$ cat config.mk
export PLATFORM = sky130hd
export DESIGN_NAME = acc_ctrl
export DESIGN_NICKNAME = d
export VERILOG_FILES = /design/src/core/acc_pkg.sv /design/src/core/acc_ctrl.sv /design/src/core/acc_conv_fmt.sv
export SDC_FILE = /design/constraint.sdc
export NUM_CORES = 1
export LEC_CHECK = 0
export ABC_AREA = 1
export BUFFER_PORTS_ARGS = -buffer_cell sky130_fd_sc_hd__buf_2
export CORE_AREA = 2 2 94 96
export CTS_CLUSTER_DIAMETER = 30
export DETAILED_ROUTE_END_ITERATION = 10
export DIE_AREA = 0 0 96 98
export HOLD_SLACK_MARGIN = 0.06
export PLACE_DENSITY = 0.65
export SYNTH_ARGS = -nofsm -noshare
export SYNTH_HDL_FRONTEND = slang
export SYNTH_SLANG_ARGS = --single-unit
$ cat constraint.sdc
create_clock -name clk_i -period 2.8 [get_ports clk_i]
set_input_delay 0.14 -clock clk_i [delete_from_list [all_inputs] [get_ports clk_i]]
set_output_delay 0.14 -clock clk_i [all_outputs]
set_load 0.01 [all_outputs]
$ cat src/core/acc_pkg.sv
// constants, register map and carrier types of the converter control block
// assumes a classic wishbone slave with 32-bit data, registers word-aligned
package acc_pkg;
	localparam int ADDR_W = 4;
	localparam logic [3:0] OFS_CTRL0  = 4'h0;
	localparam logic [3:0] OFS_CTRL1  = 4'h4;
	localparam logic [3:0] OFS_RESULT = 4'h8;
	localparam logic [3:0] OFS_STAT   = 4'hC;
	// second page of offsets, selected by address bit 4
	localparam logic [4:0] OFS_IRQ_EN  = 5'h10;
	localparam logic [4:0] OFS_IRQ_CLR = 5'h14;
	localparam logic [4:0] OFS_PWR     = 5'h18;
	// control 0 fields
	localparam int C0_CH_LSB   = 0;
	localparam int C0_REFL_BIT = 4;
	localparam int C0_REPEAT_CONVERSION_SELECT_BIT = 5;
	localparam int C0_START_BIT = 7;
	// control 1 fields
	localparam int C1_BUF_LSB  = 0;
	localparam int C1_REFH_BIT = 7;
	// result word: raw 13 bits in [15:3], overflow in bit 0
	localparam int RES_OVF_BIT = 0;
	localparam int RES_RAW_LSB = 3;
	localparam int RAW_W = 13;
	localparam int RES_W = 11;
	// interrupt status bits
	localparam int IRQ_DONE_BIT = 0;
	localparam int IRQ_OVF_BIT  = 1;
	localparam int IRQ_W = 2;
	// timing
	localparam int IDLE_CYC = 160;
	localparam int PWRUP_CYC = 40;
	localparam int CNT_W = 8;
	localparam logic [CNT_W-1:0] IDLE_LAST  = 8'(IDLE_CYC - 1);
	localparam logic [CNT_W-1:0] PWRUP_LAST = 8'(PWRUP_CYC - 1);
	// buffer mode: bit 2 set selects differential
	localparam int BUF_DIFF_BIT = 2;

	typedef struct packed {
		logic [2:0] buf_mode;
		logic [1:0] ref_sel;
		logic [3:0] channel;
		logic       differential;
	} acc_cfg_t;

	typedef struct packed {
		logic [RAW_W-1:0] raw;
		logic             ovf;
	} acc_result_t;
endpackage : acc_pkg

$ cat src/core/acc_ctrl.sv
// converter control: wishbone registers, power sequencing, conversion fsm
// assumes the analog core converts when conv_req_o is high and pulses
// core_done_i with its sample; wishbone inputs synchronous to clk_i
`timescale 1ns/100ps
module acc_ctrl (
	input  wire logic              clk_i,        // 100 MHz clock
	input  wire logic              rst_i,        // sync reset, high
	input  wire logic              wb_cyc_i,     // bus cycle
	input  wire logic              wb_stb_i,     // strobe
	input  wire logic              wb_we_i,      // write enable
	input  wire logic [4:0]        wb_adr_i,     // byte address
	input  wire logic [3:0]        wb_sel_i,     // byte selects
	input  wire logic [31:0]       wb_dat_i,     // write data
	output logic      [31:0]       wb_dat_o,     // read data
	output logic                   wb_ack_o,     // acknowledge
	input  wire logic              core_done_i,  // conversion finished
	input  wire logic signed [12:0] core_sample_i, // core sample
	input  wire logic              core_above_i, // above +ref
	input  wire logic              core_below_i, // below -ref
	output logic                   conv_req_o,   // convert request
	output logic                   pwr_on_o,     // analog powered
	output acc_pkg::acc_cfg_t      cfg_o,        // analog configuration
	output logic                   irq_o         // level interrupt
);
	typedef enum logic [1:0] {ST_OFF, ST_PWRUP, ST_IDLE, ST_CONV}
		acc_state_t;
	acc_state_t st_q, st_d;

	logic [7:0] ctrl0_q;
	logic [7:0] ctrl1_q;
	acc_pkg::acc_result_t res_q;
	logic [acc_pkg::IRQ_W-1:0] ist_q;
	logic [acc_pkg::IRQ_W-1:0] ien_q;
	logic [acc_pkg::CNT_W-1:0] cnt_q;
	logic ack_q;
	logic [31:0] rdat_q;
	logic req_q;
	logic pwr_q;
	acc_pkg::acc_cfg_t cfg_q;

	function automatic logic hit(input logic [4:0] a, input logic [4:0] o);
		hit = (a[4:2] == o[4:2]);
	endfunction : hit

	wire logic       acc_go;
	wire logic       wr;
	wire logic       wr_c0;
	wire logic       wr_c1;
	wire logic       wr_en;
	wire logic       wr_clr;
	wire logic       start_wr;
	wire logic       start;
	wire logic       diff;
	wire logic       conv_end;
	wire acc_pkg::acc_result_t fmt;
	wire logic [acc_pkg::IRQ_W-1:0] ev;
	wire logic [acc_pkg::IRQ_W-1:0] clr;
	wire logic [31:0] rd;
	wire logic       idle_exp;
	wire logic       pwr_rdy;
	wire logic signed [acc_pkg::RES_W-1:0] eff;

	assign acc_go   = wb_cyc_i & wb_stb_i & ~ack_q;
	assign wr       = acc_go & wb_we_i & wb_sel_i[0];
	assign wr_c0    = wr & hit(wb_adr_i, {1'b0, acc_pkg::OFS_CTRL0});
	assign wr_c1    = wr & hit(wb_adr_i, {1'b0, acc_pkg::OFS_CTRL1});
	assign wr_en    = wr & hit(wb_adr_i, acc_pkg::OFS_IRQ_EN);
	assign wr_clr   = wr & hit(wb_adr_i, acc_pkg::OFS_IRQ_CLR);
	assign start_wr = wr_c0 & wb_dat_i[acc_pkg::C0_START_BIT];
	assign start    = ctrl0_q[acc_pkg::C0_START_BIT];
	assign diff     = ctrl1_q[acc_pkg::C1_BUF_LSB + acc_pkg::BUF_DIFF_BIT];
	assign conv_end = (st_q == ST_CONV) & core_done_i;
	assign ev       = {conv_end & fmt.ovf, conv_end};
	assign clr      = wr_clr ? wb_dat_i[acc_pkg::IRQ_W-1:0] : '0;
	assign idle_exp = (cnt_q == acc_pkg::IDLE_LAST);
	assign pwr_rdy  = (cnt_q == acc_pkg::PWRUP_LAST);
	// effective value drops the two compensation bits
	assign eff = res_q.raw[acc_pkg::RAW_W-1 -: acc_pkg::RES_W];

	acc_conv_fmt u_fmt (
		.diff_i   (diff),
		.sample_i (core_sample_i),
		.above_i  (core_above_i),
		.below_i  (core_below_i),
		.res_o    (fmt)
	);

	// read mux; result word also mirrors the 11-bit effective value
	assign rd =
		hit(wb_adr_i, {1'b0, acc_pkg::OFS_CTRL0}) ? {24'h000000, ctrl0_q} :
		hit(wb_adr_i, {1'b0, acc_pkg::OFS_CTRL1}) ? {24'h000000, ctrl1_q} :
		hit(wb_adr_i, {1'b0, acc_pkg::OFS_RESULT}) ?
			{{5{eff[acc_pkg::RES_W-1]}}, eff, res_q.raw, 2'b00, res_q.ovf} :
		hit(wb_adr_i, {1'b0, acc_pkg::OFS_STAT}) ?
			{30'h00000000, ist_q} :
		hit(wb_adr_i, acc_pkg::OFS_IRQ_EN) ? {30'h00000000, ien_q} :
		hit(wb_adr_i, acc_pkg::OFS_PWR) ?
			{28'h0000000, 2'(st_q), req_q, pwr_q} :
		32'h00000000;

	// power and conversion sequencing
	always_comb begin
		st_d = st_q;
		unique case (st_q)
			ST_OFF:   if (start) st_d = ST_PWRUP;
			ST_PWRUP: if (pwr_rdy) st_d = ST_CONV;
			ST_IDLE: begin
				if (start) st_d = ST_CONV;
				else if (idle_exp) st_d = ST_OFF;
			end
			ST_CONV: begin
				if (core_done_i) begin
					// single-shot shuts down; repeat keeps converting while
					// start stays set, else waits powered in ST_IDLE for a new start until the idle count expires
					if (!ctrl0_q[acc_pkg::C0_REPEAT_CONVERSION_SELECT_BIT])
						st_d = ST_OFF;
					else if (!start)
						st_d = ST_IDLE;
				end
			end
		endcase
	end

	always_ff @(posedge clk_i) begin
		if (rst_i) st_q <= ST_OFF;
		else st_q <= st_d;
	end

	always_ff @(posedge clk_i) begin
		if (rst_i || st_q != st_d || st_q == ST_CONV || st_q == ST_OFF)
			cnt_q <= '0;
		else cnt_q <= cnt_q + 8'h01;
	end

	always_ff @(posedge clk_i) begin
		if (rst_i) ctrl0_q <= 8'h00;
		else if (wr_c0) ctrl0_q <= wb_dat_i[7:0];
		else if (conv_end && !ctrl0_q[acc_pkg::C0_REPEAT_CONVERSION_SELECT_BIT])
			ctrl0_q[acc_pkg::C0_START_BIT] <= 1'b0;
	end

	always_ff @(posedge clk_i) begin
		if (rst_i) ctrl1_q <= 8'h00;
		else if (wr_c1) ctrl1_q <= wb_dat_i[7:0];
	end

	always_ff @(posedge clk_i) begin
		if (rst_i) res_q <= '0;
		else if (conv_end) res_q <= fmt;
	end

	// set wins over a clear in the same cycle
	always_ff @(posedge clk_i) begin
		if (rst_i) ist_q <= '0;
		else ist_q <= (ist_q & ~clr) | ev;
	end

	always_ff @(posedge clk_i) begin
		if (rst_i) ien_q <= '0;
		else if (wr_en) ien_q <= wb_dat_i[acc_pkg::IRQ_W-1:0];
	end

	always_ff @(posedge clk_i) begin
		if (rst_i) begin
			ack_q  <= 1'b0;
			rdat_q <= 32'h00000000;
		end else begin
			ack_q  <= acc_go;
			rdat_q <= acc_go ? rd : rdat_q;
		end
	end

	always_ff @(posedge clk_i) begin
		if (rst_i) begin
			req_q <= 1'b0;
			pwr_q <= 1'b0;
			cfg_q <= '0;
			irq_o <= 1'b0;
		end else begin
			req_q <= (st_d == ST_CONV);
			pwr_q <= (st_d != ST_OFF);
			cfg_q.buf_mode <= ctrl1_q[acc_pkg::C1_BUF_LSB +: 3];
			cfg_q.ref_sel <= {ctrl1_q[acc_pkg::C1_REFH_BIT],
				ctrl0_q[acc_pkg::C0_REFL_BIT]};
			cfg_q.channel <= ctrl0_q[acc_pkg::C0_CH_LSB +: 4];
			cfg_q.differential <= diff;
			irq_o <= |(((ist_q & ~clr) | ev) & ien_q);
		end
	end

	assign wb_ack_o   = ack_q;
	assign wb_dat_o   = rdat_q;
	assign conv_req_o = req_q;
	assign pwr_on_o   = pwr_q;
	assign cfg_o      = cfg_q;
endmodule : acc_ctrl

$ cat src/core/acc_conv_fmt.sv
// formats a converter core sample into the raw result and overflow flag
// assumes the core gives a signed 13-bit sample and two range flags
`timescale 1ns/100ps
module acc_conv_fmt (
	input  wire logic                    diff_i,    // differential mode
	input  wire logic signed [12:0]      sample_i,  // core sample
	input  wire logic                    above_i,   // input above +ref
	input  wire logic                    below_i,   // input below -ref
	output acc_pkg::acc_result_t         res_o      // formatted result
);
	localparam logic signed [12:0] SE_FLOOR = 13'sh1FF0;
	wire logic ovf;
	wire logic signed [12:0] clipped;
	assign ovf = above_i | (diff_i & below_i);
	// single-ended keeps only a small negative offset margin
	assign clipped = (!diff_i && sample_i < SE_FLOOR) ? SE_FLOOR
		: sample_i;
	// invalid bits forced to zero so no reader trusts them
	// one assignment for the whole carrier keeps a single driver on it
	assign res_o = {(ovf ? 13'h0000 : clipped), ovf};
endmodule : acc_conv_fmt

==> results of run 1 <==
## cell type report
cell class                 instances  area (um^2)
fill                             874         4650
clock inverter                     6         65.1
sequential                        76         1520
tap                              108          135
clock buffer                      10          128
timing repair buffer              81          415
inverter                          41          159
multi-input combinational        274         1390
## sequential cells by signal, summed over array words and instances, names as in the netlist
signal	flops
wb_dat_o	19
eff	11
cfg_o	9
cnt_q	8
ctrl0_q	8
ctrl1_q	8
res_q	3
ien_q	2
ist_q	2
st_q	2
conv_req_o	1
irq_o	1
pwr_on_o	1
wb_ack_o	1
## through the flow
step	std cells	util, %
2_1_floorplan	423	-
3_3_place_gp	579	42.6
3_5_place_dp	579	42.6
4_1_cts	596	45.0
5_1_grt	596	45.0
6_report	596	45.0
## cells in the final DEF (no fill, tap or decap), types with 5 or more instances in the layout
cell type  instances
clkbuf_8           9
a21oi_2            8
o21ai_0           23
nand3_1           32
dfxtp_1           76
nor2_1            38
a21oi_1           39
nand4_1            5
inv_1             36
nand2_1           93
a41oi_1            5
buf_2             78
## final timing paths
check | endpoint | slack [ns] | cells past startpoint
max | ctrl1_q[1] | 1.15 | 6
min | ctrl1_q[4] | 0.07 | 3
max reg2reg | ctrl1_q[1] | 1.15 | 6
min reg2reg | cfg_o[5] | 0.45 | 2
## kinds of logic after synthesis
family                   after synthesis  synth area share (%)
AO/OA/AOI/OAI                         85                  14.9
XOR/XNOR                               6                  1.60
adder cells (fa/ha/maj)                1                 0.382
buffers and inverters                 73                  11.3
flip-flops                            76                  46.4
AND/OR/NAND/NOR                      182                  25.4
## report_power, final
part	internal [mW]	switching [mW]	leakage, nW
Combinational	0.0445	0.0871	0.935
Clock	0.412	0.402	0.0962
Sequential	1.09	0.00576	0.614
## critical path, stage by stage, from the launching register on
cell and delay (ns):
dfxtp_1 0.31, inv_1 0.06, nand3_2 0.27, nor2_4 0.36, nand2_2 0.25, o21ai_0 0.23, a21oi_1 0.05
## per-layer routing
| layer | global-route usage, % | routed length, um | up-vias |
|---|---|---|---|
| met5 | 0 | 0 | - |
| met4 | 6.15 | 87 | 0 |
| met3 | 2.62 | 382 | 8 |
| met2 | 26.2 | 3510 | 84 |
| met1 | 23.4 | 3490 | 1274 |
| li1 | - | - | 1478 |
==> results.toml, run 1 <==
[clocking]
root_buffer = "clkbuf_8"
clk-insertion-delay-late_ns = 0.34
clock_path_buffers = 2
postCtsResizedCells = 0
cts_setup_buffers = 0
cts_hold_buf = 1
path_clk_slew_ns = 0.08
h-tree-depth = 3
cts_buffers = 9
clock-sinks = 76
cts_tree = "built"

[placement]
placed_cell_area_um2 = 3610
place_ws_ns = 1.15
dp_hpwl_um = 5490
gp_congestion = 0.866
port_buffers = 78

[timing]
timing.fmax_ghz = 0.605
drv_slew = 0
holdWs_ns = 0.0745
worst_slack_ns = 1.15
layout_min_cycle_time_ns = 1.65
hold_viol_final = 0
skew_ns = 0.00640
setup_tns_ns = 0
setup_viol = 0
period_share_pct = 59.0
rsz0062_at_grt = "no"
worst_slew_pin_slew_ns = 0.668
slew_headroom_pct = 55.4

[setup_path]
r2r-start = "wb_ack_o"
endpoint_kind = "flip-flop"
crit_type = "flip-flop to flip-flop"
critPathMaxFanout = 13
startpoint = "wb_ack_o"
worstPathArrival_ns = 1.88
crit_required_ns = 3.03
startpoint_type = "flip-flop"

[floorplanning]
ioPinCount = 108
start_util_pct = 38.7
rows = 34
core_area_um2 = 8470
die_y_um = 98
dieArea_um2 = 9410
die_w_um = 96

[final_layout]
post-route-cell-area_um2 = 3810
area_growth_pct = 16.3
drive_gt1_share_pct = 24.4
nets = 546
diodes = 0

[synth]
synth.most_common_cell = "nand2_1"
synthCells = 423
synth_warnings = 0
async_flop_share_pct = 0
synth_flop_cell = "dfxtp_1"
synth_area_leaders = "dfxtp_1 (46%), nand2_1 (11%), a21oi_1 (6.0%)"
synth-edff-count = 0
yosysSeqAreaShare_pct = 46.4
synth_top_cell_by_area = "dfxtp_1"
synth-seq-cells = 76
synth_nets = 486
netlist-cell-type-count = 35
synth_area_um2 = 3280
synth_commonest_cells = "nand2_1 (93), dfxtp_1 (76), a21oi_1 (39)"
synth_top_cell_area_share_pct = 46.4
syn_area_per_cell_um2 = 7.75

[pwr]
finalPower_mw = 2.04
vdd_drop_max_mv = 0.294
leakagePower_nw = 1.65
pwr_density_cell_nw_per_um2 = 536

[detailed_routing]
totalWireLength_um = 7470
vias_per_cell = 4.77
ant_nets = 0
avgRoutedWirePerCell_um = 12.5
vias = 2844
drt_iter0_markers = 93
drt_drc_violations_left = 0
first_pass_iters = 4

[status]
status = "finished, final reports clean"

[hold_path]
min_from = "wb_dat_i[4]"
hold_path_class = "input port to flip-flop"

[grt]
grt_usage_pct = 16.8
grt_pass1_vias = 2689
grt-ovfl-total = 0
grt_max_degree = 29
grt_pass1_wl_um = 12500
antenna_found_initial = 0

[flow_run]
maxCapViolCount = 0
No activity file was read; power rests on OpenSTA's default activity.
==> inputs of run 2 (changes only) <==
Settings changed: PLACE_DENSITY 0.65 to 0.68.
Clock period 2.8 ns to 1.4 ns, I/O delays scaled along.
==> results.toml, run 2 (synthesis gave the netlist of run 1 again) <==
[floorplanning]
dieArea_um2 = 9410
die_y_um = 98
rows = 34
die_w_um = 96
start_util_pct = 38.7
core_area_um2 = 8470
ioPinCount = 108

[setup_path]
startpoint_type = "flip-flop"
critPathMaxFanout = 8
endpoint_kind = "flip-flop"
worstPathArrival_ns = 1.59
crit_required_ns = 1.68
crit_type = "flip-flop to flip-flop"

[pwr]
finalPower_mw = 4.34
pwr_density_cell_nw_per_um2 = 1040
vdd_drop_max_mv = 0.468
leakagePower_nw = 1.83

[grt]
antenna_found_initial = 0
grt_max_degree = 36
grt_pass1_wl_um = 12800
grt-ovfl-total = 0
grt_pass1_vias = 2799
grt_usage_pct = 17.5

[clocking]
clk-insertion-delay-late_ns = 0.35
clock_path_buffers = 2
cts_buffers = 9
cts_tree = "built"
path_clk_slew_ns = 0.08
root_buffer = "clkbuf_8"
clock-sinks = 76
h-tree-depth = 3

[final_layout]
diodes = 0
area_growth_pct = 27.1
seqCellArea_um2 = 1520
multi_input_comb_area_um2 = 1420
fillerInstances = 829
nets = 578
stdcell_count = 628
drive_gt1_share_pct = 27.3
largest_reg_flops = 19
layout_common_cells = "nand2_1 (91), buf_2 (78), dfxtp_1 (74)"
final_common_cell = "nand2_1"

[placement]
dp_hpwl_um = 5580
placed_cells = 590
port_buffers = 78
gp_congestion = 0.841

[detailed_routing]
vias = 2994
totalWireLength_um = 7810
first_pass_iters = 4
drt_iter0_markers = 72
avgRoutedWirePerCell_um = 12.4
vias_per_cell = 4.77
drt_drc_violations_left = 0
ant_nets = 0

[hold_path]
hold_path_class = "input port to flip-flop"

[timing]
slew_headroom_pct = 72.9
hold_viol_final = 0
worst_slew_pin_slew_ns = 0.406
period_share_pct = 93.6
skew_ns = 0.00538
setup_viol = 0
drv_slew = 0
timing.fmax_ghz = 0.763
layout_min_cycle_time_ns = 1.31

[status]
status = "finished, final reports clean"

[flow_run]
maxCapViolCount = 0
run 2: cell count changes in the layout (fill, tap and decap cells not counted), moves of 3 or more:
cell / delta
dlygate4sd3_1: +19
buf_4: +12
nor2_1: -3
nor2_2: +3
run 2: path summary, 6_finish.rpt:
| kind | startpoint | endpoint | slack [ns] | cells past startpoint |
|---|---|---|---|---|
| min reg2reg | cnt_q[0] | cnt_q[0] | 0.42 | 1 |
| min | core_sample_i[9] | eff[7] | 0.1 | 5 |
| max | cnt_q[0] | cnt_q[1] | 0.09 | 7 |
| max reg2reg | cnt_q[0] | cnt_q[1] | 0.09 | 7 |
run 2: cell type report:
| type | count | share of cell area [%] |
|---|---|---|
| multi-input cells | 274 | 34.0 |
| well taps | 108 | 3.24 |
| inverters | 41 | 3.81 |
| clock inverters | 6 | 2.10 |
| flip-flops and latches | 76 | 36.6 |
| repair buffers | 113 | 17.2 |
| clock buffers | 10 | 3.06 |
run 2: timing repair:
| item | 4_1_cts | 5_1_grt |
|---|---|---|
| setup buffers | 0 | 2 |
| hold buffers | 20 | 0 |
| endpoints found under the setup margin | 0 | 16 |
| endpoints found under the hold margin | 27 | 0 |
| gates resized for setup | 0 | 12 |
run 2: metal layers:
layer  GRT usage [%]  wire [um]
met1            23.8       3560
met2            26.8       3700
met3            3.78        435
met4            7.25        121
met5               0          0
run 2: report_power, final:
group	switching (mW)	total, mW	internal [mW]	leakage (nW)
combinational	0.187	0.325	0.138	1.10
sequential	0.0119	2.19	2.18	0.615
clock	0.811	1.82	1.01	0.111
total	1.01	4.34	3.33	1.83
run 2: metrics by stage:
step	utilization (%)	hold WS [ns]	setup TNS (ns)	cell area [um^2]	setup slack, ns
after floorplan	-	0.213	0	3280	0.190
after global placement	43.7	0.345	0	3700	0.117
after detailed placement	43.7	0.351	0	3700	0.0369
after CTS	48.7	0.0716	0	4120	0.0259
after global routing	49.2	0.113	-0.0340	4170	-0.0128
final	49.2	0.0978	0	4170	0.0892
run 2: worst max-delay path, cell delays in order (launching register included):
cell and delay, ns:
dfxtp_2 0.35, ha_2 0.19, nand2_1 0.07, inv_1 0.09, nand4_1 0.16, nand3_2 0.14, nand3_4 0.13, nor2_1 0.11
